[src/pkg/sfps_regs.svh]
// Purpose: register offsets, field positions, reset values and counts of the page program sequencer
// Assumes: classic wishbone, 32-bit data, byte addresses
// Notes:   definitions only
`ifndef SFPS_REGS_SVH
`define SFPS_REGS_SVH

// ----------------------------------------------------------------
// register byte offsets
// ----------------------------------------------------------------
`define SFPS_OFF_ADDR      8'h00
`define SFPS_OFF_CMD       8'h04
`define SFPS_OFF_TXPORT    8'h08
`define SFPS_OFF_RXPORT    8'h0C
`define SFPS_OFF_STATUS    8'h10
`define SFPS_OFF_FLAG      8'h14
`define SFPS_OFF_IRQ_MASK  8'h18
`define SFPS_OFF_LP_CTRL   8'h1C

// ----------------------------------------------------------------
// fields
// ----------------------------------------------------------------
`define SFPS_CMD_CNT_LSB   16
`define SFPS_FLAG_RX_BUFFER_NOT_EMPTY_FLAG_BIT 16
`define SFPS_ST_BUSY_BIT   0
`define SFPS_ST_TX_BUFFER_FULL_FLAG_BIT 1
`define SFPS_ST_RX_BUFFER_NOT_EMPTY_FLAG_BIT   2
`define SFPS_ST_LPACK_BIT  3

// ----------------------------------------------------------------
// instruction codes, sizes, reset values
// ----------------------------------------------------------------
`define SFPS_INS_WREN      8'h06
`define SFPS_INS_PP        8'h02
`define SFPS_INS_QPP       8'h32
`define SFPS_INS_RDSR      8'h05
`define SFPS_INS_WRSR      8'h01
`define SFPS_PAGE_BYTES    9'h100
`define SFPS_TXQ_WORDS     4
`define SFPS_TXQ_AW        2
`define SFPS_RST_WORD      32'h0000_0000
`define SFPS_EDGE_SEL      3'h1

`endif

[src/pkg/sfps_pkg.sv]
// Purpose: types of the page program sequencer
// Assumes: nothing
// Notes:   constants live in sfps_regs.svh
package sfps_pkg;

    typedef enum logic [2:0] {
        SFPS_IDLE = 3'b000,
        SFPS_INS  = 3'b001,
        SFPS_ADR  = 3'b010,
        SFPS_DAT  = 3'b011,
        SFPS_RX   = 3'b100,
        SFPS_DONE = 3'b101
    } sfps_state_type;

    typedef struct packed {
        logic [7:0] ins;
        logic [8:0] cnt;
    } sfps_cmd_type;

    typedef struct packed {
        logic       lp_ack;
        logic       rx_ne;
        logic       tx_full;
        logic       busy;
    } sfps_status_type;

endpackage

[src/rtl/sfps_seq.sv]
// Purpose: serial flash page program sequencer, wishbone slave, quad serial link master
// Assumes: link clock sck_i sampled by clk_i; shift on falling sck, flash samples rising
// Notes:   registers at byte offsets in sfps_regs.svh; interrupts on done/rx/txroom
//
// How it works
// - pages are 256 bytes; one program command never carries more than one page
// - instruction 0x02 shifts data on one line, 0x32 on all four lines
// - command word: code in low bits, byte count from bit 16, at most 256
// - transmit buffer drains while shifting; full flag clears when a word frees
// - low-power request is acknowledged only after the active transfer ends
// - status read 0x05 with count one; bit 24 of the received word is flash busy
// - writing bit 16 of the flag register retires the received word
// - write config 0x01 with two bytes from the transmit buffer enables quad mode
// - write-enable instruction code is 0x06
`timescale 1ns/1ps
`include "sfps_regs.svh"

module sfps_seq
    import sfps_pkg::*;
(
    // clock and reset
    input  wire logic        clk_i,
    input  wire logic        rst_i,
    // wishbone slave
    input  wire logic        cyc_i,
    input  wire logic        stb_i,
    input  wire logic        we_i,
    input  wire logic [7:0]  adr_i,
    input  wire logic [3:0]  sel_i,
    input  wire logic [31:0] dat_i,
    output logic      [31:0] dat_o,
    output logic             ack_o,
    // serial link
    input  wire logic        sck_i,
    output logic             cs_n_o,
    input  wire logic [3:0]  io_i,
    output logic      [3:0]  io_o,
    output logic      [3:0]  io_oe_o,
    // low power handshake
    input  wire logic        lp_req_i,
    output logic             lp_ack_o,
    // interrupt
    output logic             irq_o
);

    // ----------------------------------------------------------------
    // registers and bus decode
    // ----------------------------------------------------------------
    logic [31:0]     addr_q;
    sfps_cmd_type    cmd_q;
    sfps_state_type  state_q;
    logic [31:0]     rx_q;
    logic            rx_ne_q;
    logic [2:0]      irq_st_q;
    logic [2:0]      irq_mask_q;
    logic            lp_ack_q;
    logic            ack_q;
    logic [31:0]     dat_q;
    sfps_status_type st;

    logic req;
    logic wr;
    logic wr_cmd;
    logic wr_tx;
    logic wr_flag;
    logic busy;

    function automatic logic [31:0] lane_mask(input logic [3:0] s);
        lane_mask = {{8{s[3]}}, {8{s[2]}}, {8{s[1]}}, {8{s[0]}}};
    endfunction

    assign req     = cyc_i && stb_i && !ack_q;
    assign wr      = req && we_i;
    assign wr_cmd  = wr && adr_i == `SFPS_OFF_CMD && !busy && !go_q && !lp_ack_q;
    assign wr_flag = wr && adr_i == `SFPS_OFF_FLAG;
    assign busy    = state_q != SFPS_IDLE;

    // ----------------------------------------------------------------
    // transmit buffer
    // ----------------------------------------------------------------
    // limitation: a write while full is dropped; software must poll full first
    logic [31:0]                 txq_mem [`SFPS_TXQ_WORDS];
    logic [`SFPS_TXQ_AW:0]       txq_wp_q;
    logic [`SFPS_TXQ_AW:0]       txq_rp_q;
    logic                        txq_full;
    logic                        txq_empty;
    logic                        txq_pop;

    assign txq_full  = (txq_wp_q - txq_rp_q) == (`SFPS_TXQ_AW + 1)'(`SFPS_TXQ_WORDS);
    assign txq_empty = txq_wp_q == txq_rp_q;
    assign wr_tx     = wr && adr_i == `SFPS_OFF_TXPORT && !txq_full;

    always_ff @(posedge clk_i) begin
        if (wr_tx) begin
            txq_mem[txq_wp_q[`SFPS_TXQ_AW-1:0]] <= dat_i;
        end
    end

    always_ff @(posedge clk_i) begin
        if (rst_i) begin
            txq_wp_q <= '0;
            txq_rp_q <= '0;
        end else begin
            if (wr_tx) begin
                txq_wp_q <= txq_wp_q + 1'b1;
            end
            if (txq_pop) begin
                txq_rp_q <= txq_rp_q + 1'b1;
            end
        end
    end

    // ----------------------------------------------------------------
    // link clock sampling
    // ----------------------------------------------------------------
    logic [2:0] sck_q;
    logic [3:0] io_s1_q;
    logic [3:0] io_s2_q;
    logic       sck_fall;
    logic       sck_rise;

    always_ff @(posedge clk_i) begin
        if (rst_i) begin
            sck_q   <= '0;
            io_s1_q <= '0;
            io_s2_q <= '0;
        end else begin
            sck_q   <= {sck_q[1:0], sck_i};
            io_s1_q <= io_i;
            io_s2_q <= io_s1_q;
        end
    end

    assign sck_fall = sck_q[2:1] == 2'b10;
    assign sck_rise = sck_q[2:1] == 2'b01;

    // ----------------------------------------------------------------
    // sequencer
    // ----------------------------------------------------------------
    logic [31:0] sh_q;
    logic [5:0]  bits_q;
    logic [8:0]  bytes_q;
    logic [1:0]  wsel_q;
    logic        quad;
    logic        has_data;
    logic        is_read;
    logic        last_bit;
    logic        go_q;

    assign quad     = cmd_q.ins == `SFPS_INS_QPP;
    assign is_read  = cmd_q.ins == `SFPS_INS_RDSR;
    assign has_data = cmd_q.cnt != '0 && !is_read;
    assign last_bit = quad && state_q == SFPS_DAT ? bits_q == 6'd1 : bits_q == 6'd7;
    assign txq_pop  = state_q == SFPS_DAT && sck_fall && last_bit && wsel_q == 2'd3
                      || state_q == SFPS_DAT && sck_fall && last_bit && bytes_q == 9'd1;

    function automatic logic [7:0] tx_byte(input logic [31:0] w, input logic [1:0] s);
        tx_byte = w[8*s +: 8];
    endfunction

    always_ff @(posedge clk_i) begin
        if (rst_i) begin
            cmd_q <= '0;
            go_q  <= 1'b0;
        end else begin
            // command waits for a link fall so the first rise sees the top bit
            go_q <= wr_cmd || (go_q && !(state_q == SFPS_IDLE && sck_fall));
            if (wr_cmd) begin
                cmd_q.ins <= dat_i[7:0];
                cmd_q.cnt <= dat_i[24:16] > `SFPS_PAGE_BYTES ? `SFPS_PAGE_BYTES
                                                             : dat_i[24:16];
            end
        end
    end

    always_ff @(posedge clk_i) begin
        if (rst_i) begin
            state_q <= SFPS_IDLE;
            sh_q    <= '0;
            bits_q  <= '0;
            bytes_q <= '0;
            wsel_q  <= '0;
        end else begin
            unique case (state_q)
                SFPS_IDLE: begin
                    if (go_q && sck_fall) begin
                        state_q <= SFPS_INS;
                        sh_q    <= {cmd_q.ins, 24'h0};
                        bits_q  <= '0;
                        wsel_q  <= '0;
                        bytes_q <= cmd_q.cnt;
                    end
                end
                SFPS_INS: begin
                    if (sck_fall) begin
                        sh_q   <= {sh_q[30:0], 1'b0};
                        bits_q <= bits_q + 6'd1;
                        if (bits_q == 6'd7) begin
                            bits_q <= '0;
                            if (cmd_q.ins == `SFPS_INS_PP || quad) begin
                                state_q <= SFPS_ADR;
                                sh_q    <= {addr_q[23:0], 8'h00};
                                bits_q  <= '0;
                            end else if (is_read) begin
                                state_q <= SFPS_RX;
                                bits_q  <= '0;
                            end else if (has_data && !txq_empty) begin
                                state_q <= SFPS_DAT;
                                sh_q    <= {tx_byte(txq_mem[txq_rp_q[`SFPS_TXQ_AW-1:0]],
                                                    2'd0), 24'h0};
                                bits_q  <= '0;
                            end else begin
                                state_q <= SFPS_DONE;
                            end
                        end
                    end
                end
                SFPS_ADR: begin
                    if (sck_fall) begin
                        sh_q   <= {sh_q[30:0], 1'b0};
                        bits_q <= bits_q + 6'd1;
                        if (bits_q == 6'd23) begin
                            state_q <= has_data ? SFPS_DAT : SFPS_DONE;
                            sh_q    <= {tx_byte(txq_mem[txq_rp_q[`SFPS_TXQ_AW-1:0]],
                                                2'd0), 24'h0};
                            bits_q  <= '0;
                        end
                    end
                end
                SFPS_DAT: begin
                    // stall on an empty buffer keeps the link byte-aligned
                    if (sck_fall && !txq_empty) begin
                        sh_q   <= quad ? {sh_q[27:0], 4'h0} : {sh_q[30:0], 1'b0};
                        bits_q <= bits_q + 6'd1;
                        if (last_bit) begin
                            bits_q  <= '0;
                            bytes_q <= bytes_q - 9'd1;
                            wsel_q  <= wsel_q + 2'd1;
                            if (bytes_q == 9'd1) begin
                                state_q <= SFPS_DONE;
                            end else begin
                                sh_q <= {tx_byte(wsel_q == 2'd3
                                            ? txq_mem[txq_rp_q[`SFPS_TXQ_AW-1:0] + 2'd1]
                                            : txq_mem[txq_rp_q[`SFPS_TXQ_AW-1:0]],
                                          wsel_q + 2'd1), 24'h0};
                            end
                        end
                    end
                end
                SFPS_RX: begin
                    if (sck_rise) begin
                        bits_q <= bits_q + 6'd1;
                        if (bits_q == 6'd7) begin
                            state_q <= SFPS_DONE;
                        end
                    end
                end
                SFPS_DONE: begin
                    if (sck_fall) begin
                        state_q <= SFPS_IDLE;
                    end
                end
                default: begin
                    state_q <= SFPS_IDLE;
                end
            endcase
        end
    end

    // ----------------------------------------------------------------
    // receive word and flags
    // ----------------------------------------------------------------
    logic rx_done;

    assign rx_done = state_q == SFPS_RX && sck_rise && bits_q == 6'd7;

    always_ff @(posedge clk_i) begin
        if (rst_i) begin
            rx_q    <= `SFPS_RST_WORD;
            rx_ne_q <= 1'b0;
        end else begin
            if (state_q == SFPS_RX && sck_rise) begin
                rx_q <= {rx_q[30:24], io_s2_q[1], 24'h0};
            end
            if (rx_done) begin
                rx_ne_q <= 1'b1;
            end else if (wr_flag && dat_i[`SFPS_FLAG_RX_BUFFER_NOT_EMPTY_FLAG_BIT]) begin
                rx_ne_q <= 1'b0;
            end
        end
    end

    // ----------------------------------------------------------------
    // low power handshake
    // ----------------------------------------------------------------
    always_ff @(posedge clk_i) begin
        if (rst_i) begin
            lp_ack_q <= 1'b0;
        end else begin
            lp_ack_q <= lp_req_i && !busy && !go_q;
        end
    end

    // ----------------------------------------------------------------
    // serial outputs
    // ----------------------------------------------------------------
    always_ff @(posedge clk_i) begin
        if (rst_i) begin
            cs_n_o  <= 1'b1;
            io_o    <= '0;
            io_oe_o <= '0;
        end else begin
            cs_n_o  <= !(busy && state_q != SFPS_DONE);
            io_o    <= state_q == SFPS_DAT && quad ? sh_q[31:28] : {3'b000, sh_q[31]};
            io_oe_o <= state_q == SFPS_DAT && quad ? 4'hF
                     : (busy && state_q != SFPS_RX && state_q != SFPS_DONE) ? 4'h1 : 4'h0;
        end
    end

    // ----------------------------------------------------------------
    // interrupts: 0 command done, 1 receive word, 2 transmit room
    // ----------------------------------------------------------------
    logic [2:0] irq_ev;
    logic       busy_q;

    always_ff @(posedge clk_i) begin
        if (rst_i) begin
            busy_q <= 1'b0;
        end else begin
            busy_q <= busy;
        end
    end

    assign irq_ev = {txq_pop, rx_done, busy_q && !busy};

    always_ff @(posedge clk_i) begin
        if (rst_i) begin
            irq_st_q   <= '0;
            irq_mask_q <= '0;
        end else begin
            irq_st_q <= (irq_st_q & ~((wr_flag && sel_i[0]) ? dat_i[2:0] : 3'h0)) | irq_ev;
            if (wr && adr_i == `SFPS_OFF_IRQ_MASK && sel_i[0]) begin
                irq_mask_q <= dat_i[2:0];
            end
        end
    end

    assign irq_o = |(irq_st_q & irq_mask_q);

    // ----------------------------------------------------------------
    // address register and bus answer
    // ----------------------------------------------------------------
    always_ff @(posedge clk_i) begin
        if (rst_i) begin
            addr_q <= `SFPS_RST_WORD;
        end else if (wr && adr_i == `SFPS_OFF_ADDR) begin
            addr_q <= (addr_q & ~lane_mask(sel_i)) | (dat_i & lane_mask(sel_i));
        end
    end

    assign st.lp_ack  = lp_ack_q;
    assign st.rx_ne   = rx_ne_q;
    assign st.tx_full = txq_full;
    assign st.busy    = busy || go_q;

    always_ff @(posedge clk_i) begin
        if (rst_i) begin
            ack_q <= 1'b0;
            dat_q <= '0;
        end else begin
            ack_q <= req;
            dat_q <= '0;
            if (req && !we_i) begin
                unique case (adr_i)
                    `SFPS_OFF_ADDR:     dat_q <= addr_q;
                    `SFPS_OFF_CMD:      dat_q <= {7'h0, cmd_q.cnt, 8'h0, cmd_q.ins};
                    `SFPS_OFF_RXPORT:   dat_q <= rx_q;
                    `SFPS_OFF_STATUS:   dat_q <= {28'h0, st};
                    `SFPS_OFF_FLAG:     dat_q <= {15'h0, rx_ne_q, 13'h0, irq_st_q};
                    `SFPS_OFF_IRQ_MASK: dat_q <= {29'h0, irq_mask_q};
                    default:            dat_q <= '0;
                endcase
            end
        end
    end

    assign ack_o    = ack_q;
    assign lp_ack_o = lp_ack_q;
    assign dat_o = dat_q;

endmodule

[config.mk]
export PLATFORM = sky130hd
export DESIGN_NAME = sfps_seq
export DESIGN_NICKNAME = d
export VERILOG_FILES = /design/src/pkg/sfps_pkg.sv /design/src/rtl/sfps_seq.sv
export VERILOG_INCLUDE_DIRS = /design/src /design/src/pkg
export SDC_FILE = /design/constraint.sdc
export NUM_CORES = 1
export LEC_CHECK = 0
export BUFFER_PORTS_ARGS = -buffer_cell sky130_fd_sc_hd__buf_2
export CORE_MARGIN = 8
export CORE_UTILIZATION = 35
export CTS_CLUSTER_DIAMETER = 100
export DETAILED_ROUTE_END_ITERATION = 12
export REMOVE_ABC_BUFFERS = 1
export SETUP_SLACK_MARGIN = 0.02
export SYNTH_ARGS = -nofsm -noshare
export SYNTH_HDL_FRONTEND = slang
export SYNTH_SLANG_ARGS = --single-unit
[constraint.sdc]
create_clock -name clk_i -period 3.5 [get_ports clk_i]
set_clock_uncertainty 0.05 [all_clocks]
set_input_delay 0.35 -clock clk_i [delete_from_list [all_inputs] [get_ports clk_i]]
set_output_delay 0.35 -clock clk_i [all_outputs]
set_load 0.005 [all_outputs]
# Word level (Yosys, flattened, before mapping)

Memories as Yosys holds them, arrays and structs flattened. A register that Yosys moved wholly into a read port is not among the register bits.
Index checks and enable logic that the tools add are counted.

Shift-type cells: 1
Equal/unequal tests: 36
Reduce and logical (&&, ||, !) cells: 64
Bitwise gates (word level): 10
Mux-type cells: 60
Order comparisons: 1
Add/subtract/negate cells: 7

Operators by type and width:

| cell                 | number |
|---|---|
| $mux W32             | 13 |
| $pmux W32 S6         | 1 |
| $pmux W32 S4         | 1 |
| $and A32 B32 Y32     | 2 |
| $mux W3              | 16 |
| $mux W6              | 8 |
| $mux W9              | 4 |
| $logic_and A1 B1 Y1  | 35 |
| $not A32 Y32         | 1 |
| $or A32 B32 Y32      | 1 |
| $shiftx A32 B6 Y8    | 1 |
| $pmux W6 S5          | 1 |
| $eq A8 B5 Y1 const B | 3 |
| $ne A2 B2 Y1 const B | 10 |
| $pmux W3 S6          | 1 |
| $pmux W9 S2          | 1 |
| $eq A8 B3 Y1 const B | 2 |
| $eq A8 B4 Y1 const B | 2 |
| $reduce_and A11 Y1   | 1 |
| $logic_not A1 Y1     | 10 |
| $mux W2              | 5 |
| $eq A3 B3 Y1 const B | 3 |
| $eq A9 B1 Y1 const B | 1 |
| $gt A9 B9 Y1 const B | 1 |
| other kinds (37)     | 55 |

RAM bits: 128
Output and inout port bits: 44
Word-level logic and storage cells: 206
Flip-flop bits (word level): 174
Memories kept: 1

Memories:

| memory  | depth | width | read ports | clocked after memory_dff | write ports | line           | source |
|---|---|---|---|---|---|---|---|
| txq_mem | 4     | 32    | 2          | 1                        | 1           | sfps_seq.sv:82 | `` logic [31:0] txq_mem [`SFPS_TXQ_WORDS]; `` |

# Logic depth before layout (Yosys ltp)

Gate-level depths: netlist of run 1.

Depth after elaboration: 10
Gate-level depth with buffers: 9

# Least setup slack after synthesis of run 1

No wires, ideal clock.

Path kind: input to register
Start point: in adr_i[5]
End point: mem txq_mem[3][0] (enable)
Setup slack: 0.877 ns
Arrival time: 2.179 ns
Cell stages on the path: 4
Buffers on the path: 0
Setup time: 0.394 ns
Data required time: 3.056 ns
Path through: nor3_1 -> nand3b_1 -> a311oi_2 -> and2_1

Cells in the longest elaborated chain, start to end: 5

RTL lines:

| item                                 | line           | source |
|---|---|---|
| from (decl)                          | sfps_seq.sv:28 | `input wire logic [7:0] adr_i,` |
| $eq A8 B4 Y1 (no source line)        | -              |  |
| $logic_and A1 B1 Y1 (no source line) | -              |  |
| $logic_and A1 B1 Y1                  | sfps_seq.sv:91 | `` assign wr_tx = wr && adr_i == `SFPS_OFF_TXPORT && !txq_full; `` |
| $mux W1                              | sfps_seq.sv:94 | `if (wr_tx) begin` |
| $mux W1                              | sfps_seq.sv:95 | `` txq_mem[txq_wp_q[`SFPS_TXQ_AW-1:0]] <= dat_i; `` |
| to (decl)                            | sfps_seq.sv:82 |  |

Every way passes these cells.

# Worst setup path in the final report of run 1

Start point: reg state_q[0]
End point: reg cmd_q[16] (netlist name)

Cells in the longest elaborated chain, start to end: 5

RTL lines:

| item                             | line            | source |
|---|---|---|
| from (decl)                      | sfps_seq.sv:51  | `sfps_state_type state_q;` |
| from (signal assigned)           | sfps_seq.sv:223 | `state_q <= has_data ? SFPS_DAT : SFPS_DONE;` |
| $reduce_bool A3 Y1               | sfps_seq.sv:76  | `assign busy = state_q != SFPS_IDLE;` |
| $logic_not A1 Y1                 | sfps_seq.sv:74  | `` assign wr_cmd = wr && adr_i == `SFPS_OFF_CMD && !busy && !go_q && !lp_ack_q; `` |
| $logic_and A1 B1 Y1 (3 in a row) | sfps_seq.sv:74  |  |
| to (decl)                        | sfps_seq.sv:50  | `sfps_cmd_type cmd_q;` |

Every way passes these cells.
A chain may end at the register's enable or synchronous reset.

==> flow_summary.json, run 1 <==
{
  "die_width_um": 213,
  "cts-htree-levels": 2,
  "dpl.hpwl_um": 27800,
  "cp.required_ns": 3.84,
  "die-area_sq_um": 45200,
  "port-buffer-count": 95,
  "worst_pin_slew_ns": 1.11,
  "synth-warning-count": 0,
  "synth_area_sq_um": 13500,
  "path_max_fanout": 18,
  "clkSlewWorstSetupHoldPaths_ns": 0.06,
  "cts_buffer_depth": 3,
  "gp_congestion": 0.912,
  "timing.final.ws_setup_ns": 0.523,
  "async_flop_share_pct": 0,
  "place_ws_ns": 0.651,
  "synth-seq-area-share_pct": 52.7,
  "syn_avg_cell_area_sq_um": 11.3,
  "drive_gt1_share_pct": 22.4,
  "drv_slew": 0,
  "synth_cell_types": 77,
  "die_h_um": 213,
  "start_util_pct": 35.2,
  "clock_sinks": 292,
  "outcome": "finished, final reports clean",
  "routed_wl_um": 40200,
  "hold_path_depth": 1,
  "cts_buffers": 35,
  "hp-class": "in2reg",
  "nFillCells": 3686,
  "maxSlewHeadroom_pct": 26.1,
  "max_freq_mhz": 336,
  "post_drt_wl_per_cell_um": 21.8,
  "core-area_sq_um": 38400,
  "r2r.worst_path.cells": 6,
  "regArea_sq_um": 7130,
  "antenna_left": 0,
  "ir_drop_uv": 270,
  "rsz0062_at_grt": "no",
  "synth_edf_count": 128,
  "first_global_vias": 10400,
  "antenna_found_initial": 3,
  "drc": 0,
  "cts_root_buffer": "clkbuf_16",
  "finalCritPeriodShare_pct": 85.1,
  "cts_setup_buffers": 0,
  "clk_latency_ns": 0.55,
  "hold_ws_ns": 0.0193,
  "fin_crit_ns": 2.98,
  "nNetsFinal": 1359,
  "critPathArrivalTime_ns": 3.32,
  "dr.pass1.iters": 8,
  "p_per_area_nw_per_um2": 466,
  "netlist_instances": 1192,
  "synth-seq-cells": 292,
  "via_per_inst": 5.65,
  "tritoncts": "done",
  "areaGrowthSynthToFinish_pct": 17.8,
  "start_kind": "register",
  "synth_ff_type": "dfxtp_1",
  "hold_viol_final": 0,
  "endpoint_kind": "register",
  "grt_pass1_wl_um": 61600,
  "grt_start_max_net_pins": 52,
  "grt_overflow": 0,
  "setup_violations": 0,
  "drt_iter0_drc": 1343,
  "p_leak_nw": 5.35,
  "max-cap-violations": 0,
  "globalRouteTotalUtil_pct": 17.6,
  "cts_resized": 0,
  "num_rows": 72,
  "multi_input_area_sq_um": 5950,
  "criticalPathCategory": "reg2reg",
  "dr_total_vias": 10400,
  "boundaryPins": 99
}
worst paths after layout:
| path | startpoint | end | slack, ns |
|---|---|---|---|
| max | state_q[0]$_SDFFE_PP0P_ | cmd_q[16]$_SDFFE_PP0P_ | 0.52 |
| min | dat_i[17] | txq_mem[3][17]$_DFFE_PP_ | 0.02 |
| max reg2reg | state_q[0]$_SDFFE_PP0P_ | cmd_q[16]$_SDFFE_PP0P_ | 0.52 |
| min reg2reg | io_s1_q[1]$_SDFF_PP0_ | io_s2_q[1]$_SDFF_PP0_ | 0.38 |
synthesized netlist by cell type, types with 4 or more instances:
cell type	number	area share (%)
inv_1	11	0.31
nand3b_1	14	0.78
nor2b_1	10	0.46
nand2_1	130	3.6
nand4_1	5	0.23
a221oi_1	7	0.45
and3_1	14	0.65
nor3_1	14	0.52
xnor2_1	8	0.52
and4b_1	4	0.30
nand2b_1	8	0.37
a21oi_1	91	3.4
dfxtp_1	164	24
buf_4	5	0.28
or4_1	5	0.28
ha_1	12	1.1
xor2_1	5	0.32
a211o_1	7	0.45
a222oi_1	13	0.96
a22oi_1	56	3.1
edfxtp_1	128	28
mux2i_1	30	2.2
and2_1	12	0.56
mux2_2	16	1.3
a221o_1	15	1.1
nand3_1	52	1.9
buf_6	4	0.33
o21ai_0	27	1.0
clkbuf_1	48	1.3
nor2_1	112	3.1
a31oi_1	15	0.69
o221ai_1	8	0.52
mux4_2	57	9.5
buf_2	20	0.74
power by group:
part / switching (mW) / internal [mW]
sequential: 0.00254 / 3.56
clock: 1.49 / 2.23
combinational: 0.0969 / 0.0385
total: 1.59 / 5.83
layout make-up:
type	instances	area share, %
Clock inverter	18	1.17
Clock buffer	46	6.41
Sequential cell	292	44.8
Tap cell	518	4.07
Inverter	11	0.259
Timing Repair Buffer	146	5.89
Antenna cell	2	0.0314
Multi-Input combinational cell	806	37.4
critical path: stages, from the launching register on:
cell,delay (ns)
dfxtp_1,0.30
buf_4,0.18
nor3_1,0.78
nand2b_1,0.33
or4_1,0.89
nand2_1,0.21
a21oi_1,0.08
timing repair:
action                                  in CTS  in global routing
endpoints found under the hold margin       18                  0
endpoints found under the setup margin       0                  0
hold buffers                                 6                  0
cell families (layout without fill, tap and decap cells):
kind of cell    Yosys count  after routing  synth area share, %
compound gates          269            269                 13.6
xor+xnor                 14             14                0.963
fa+ha+maj                12             12                 1.11
buf+inv                  94            221                 3.33
flops                   292            292                 52.7
mux                     108            108                 13.8
other cells               0              2                    0
simple gates            403            403                 14.4
layer usage:
metal	routed length (um)	part of all wire [%]	track usage, %	vias up
met2	18300	46	28.1	435
li1	-	-	-	4743
met3	2860	7.1	3.61	89
met1	17700	44	23.5	5126
met5	10	0.025	0	-
met4	1300	3.2	6.12	2
placed cells by master (no fill, tap or decap), drive strengths merged, types with 4 or more instances in the layout:
master and instances:
mux2i 31, a21oi 93, xor2 6, ha 12, nand3b 14, clkbuf 46
mux4 60, dfxtp 164, a31oi 15, clkinv 11, mux2 17, o21ai 28
o221ai 8, a221o 15, nor2 112, and2 14, nor2b 10, and4b 4
nand2 130, nor3 17, a211o 7, and3 14, a22oi 56, edfxtp 128
inv 13, a222oi 13, a311oi 4, nand3 52, or4 5, nand2b 8
dlygate4sd3 6, nand4 6, a221oi 7, buf 140, xnor2 8
through the flow:
stage               util [%]  std cells  TNS, ns  instance area [sq um]  power, mW
finish                  41.5       1839        0                  15900       7.42
global route            41.5       1837        0                  15900       7.64
CTS                     41.5       1837        0                  15900       7.50
detailed placement      38.2       1767        0                  14700       3.76
global placement        38.2       1767        0                  14700       3.76
floorplan                  -       1109   -59.33                  13100       3.65
Note: power is estimated with default switching activity, not from simulation.
==> run 2, diff against run 1 <==
- REMOVE_ABC_BUFFERS: 1 -> not set
- TNS_END_PERCENT: not set -> 1
==> run 2 against run 1 <==
Via count fell by 0.43%; power down 3.6%; worst hold slack got worse by 0.0017 ns; clock power is 7.3% lower; die area did not move; utilization decreased by 0.18 points; global-route usage fell by 0.59 points; largest power group is now sequential cells.
==> flow_summary.json, run 2 (same netlist as run 1, synthesis figures left out) <==
{
  "cts_buffer_depth": 3,
  "drive_gt1_share_pct": 21.8,
  "hold_viol_final": 0,
  "max-cap-violations": 0,
  "via_per_inst": 5.64,
  "dr.pass1.iters": 5,
  "num_antenna_cells": 0,
  "gp_congestion": 0.896,
  "areaGrowthSynthToFinish_pct": 17.3,
  "die_width_um": 213,
  "maxSlewHeadroom_pct": 28.3,
  "grt_overflow": 0,
  "fin_tns_setup_ns": 0,
  "clock_sinks": 292,
  "globalRouteTotalUtil_pct": 17.0,
  "grt_pass1_wl_um": 59600,
  "start_util_pct": 35.2,
  "die_h_um": 213,
  "max_freq_mhz": 324,
  "worst_pin_slew_ns": 1.08,
  "first_global_vias": 10100,
  "rsz0062_at_grt": "no",
  "final_common_cell": "dfxtp_1",
  "start_kind": "register",
  "routed_wl_um": 39300,
  "antenna_found_initial": 3,
  "path_max_fanout": 17,
  "tritoncts": "done",
  "cp.required_ns": 3.91,
  "drt_iter0_drc": 1022,
  "drv_slew": 0,
  "p_per_area_nw_per_um2": 451,
  "cts_resized": 0,
  "syn_nets": 1259,
  "die-area_sq_um": 45200,
  "core-area_sq_um": 38400,
  "criticalPathCategory": "reg2reg",
  "boundaryPins": 99,
  "hold_buffers": 16,
  "dpl.hpwl_um": 27200,
  "fin_crit_ns": 3.09,
  "antenna_left": 0,
  "cts_setup_buffers": 0,
  "finalCritPeriodShare_pct": 88.2,
  "hp-class": "in2reg",
  "p_leak_nw": 5.30,
  "hold_path_depth": 1,
  "num_rows": 72,
  "port-buffer-count": 95,
  "dr_total_vias": 10400,
  "most-common-layout-cells": "162 x dfxtp_1, 130 x nand2_1, 128 x edfxtp_1",
  "nNetsFinal": 1360,
  "grt_start_max_net_pins": 71,
  "p_total_mw": 7.15,
  "r2r.worst_path.cells": 6,
  "drc": 0,
  "cts_buffers": 31,
  "critPathArrivalTime_ns": 3.49,
  "post_drt_wl_per_cell_um": 21.4,
  "outcome": "finished, final reports clean",
  "endpoint_kind": "register",
  "cts-htree-levels": 1,
  "setup_violations": 0,
  "clkSlewWorstSetupHoldPaths_ns": 0.06,
  "cts_root_buffer": "clkbuf_16",
  "clk_latency_ns": 0.57,
  "ir_drop_uv": 350,
  "nFillCells": 3745
}
run 2: cell count changes in the layout (fill, tap and decap cells not counted), moves of 3 or more:
cell,delta
clkbuf_16,-5
buf_4,-5
clkinv_4,+3
dlygate4sd3_1,+10
run 2: final timing paths:
path	from	end	slack [ns]
worst max-delay path	state_q[0]$_SDFFE_PP0P_	state_q[1]$_SDFFE_PP0P_	0.41
worst min-delay path	dat_i[12]	txq_mem[0][12]$_DFFE_PP_	0.02
worst min register to register	io_s1_q[1]$_SDFF_PP0_	io_s2_q[1]$_SDFF_PP0_	0.39
worst max register to register	state_q[0]$_SDFFE_PP0P_	state_q[1]$_SDFFE_PP0P_	0.41
run 2: cell type report:
| cell class | instances | area, sq um | share of cell area, % |
|---|---|---|---|
| multi-input combinational | 806 | 5950 | 37.5 |
| tap | 518 | 648 | 4.09 |
| timing repair buffer | 151 | 1000 | 6.31 |
| clock buffer | 41 | 877 | 5.53 |
| sequential | 292 | 7130 | 45.0 |
| inverter | 11 | 41.3 | 0.260 |
| clock inverter | 17 | 208 | 1.31 |
run 2: power breakdown:
part,leakage [nW],total [mW],switching [mW],internal [mW]
Clock,0.520,3.45,1.39,2.06
Combinational,2.30,0.141,0.0964,0.0451
Sequential,2.47,3.56,0.00270,3.56
Total,5.30,7.15,1.49,5.66
run 2: critical path, stage by stage (launching register included):
cell and delay (ns):
dfxtp_1 0.66, or3b_2 0.60, a21oi_1 0.86, a21oi_1 0.21, o221a_1 0.23, a211o_1 0.30
o41ai_1 0.07
run 2: routing by layer:
metal  global-route usage (%)  vias to the layer above  wire length [um]
li1                         -                     4744                 -
met4                     5.16                        6              1200
met5                        0                        -                33
met2                     26.8                      458             17900
met3                     3.04                       82              2970
met1                     23.6                     5060             17200
run 2: through the flow:
stage          util, %  std cells  setup WS, ns  area (sq um)  hold slack [ns]
2_1_floorplan        -       1192         0.877         13500            0.364
3_3_place_gp      38.1       1762         0.562         14600            0.377
3_5_place_dp      38.1       1762         0.483         14600            0.379
4_1_cts           41.3       1836         0.444         15900          0.00124
5_1_grt           41.3       1836         0.214         15900          0.00903
6_report          41.3       1836         0.414         15900           0.0176
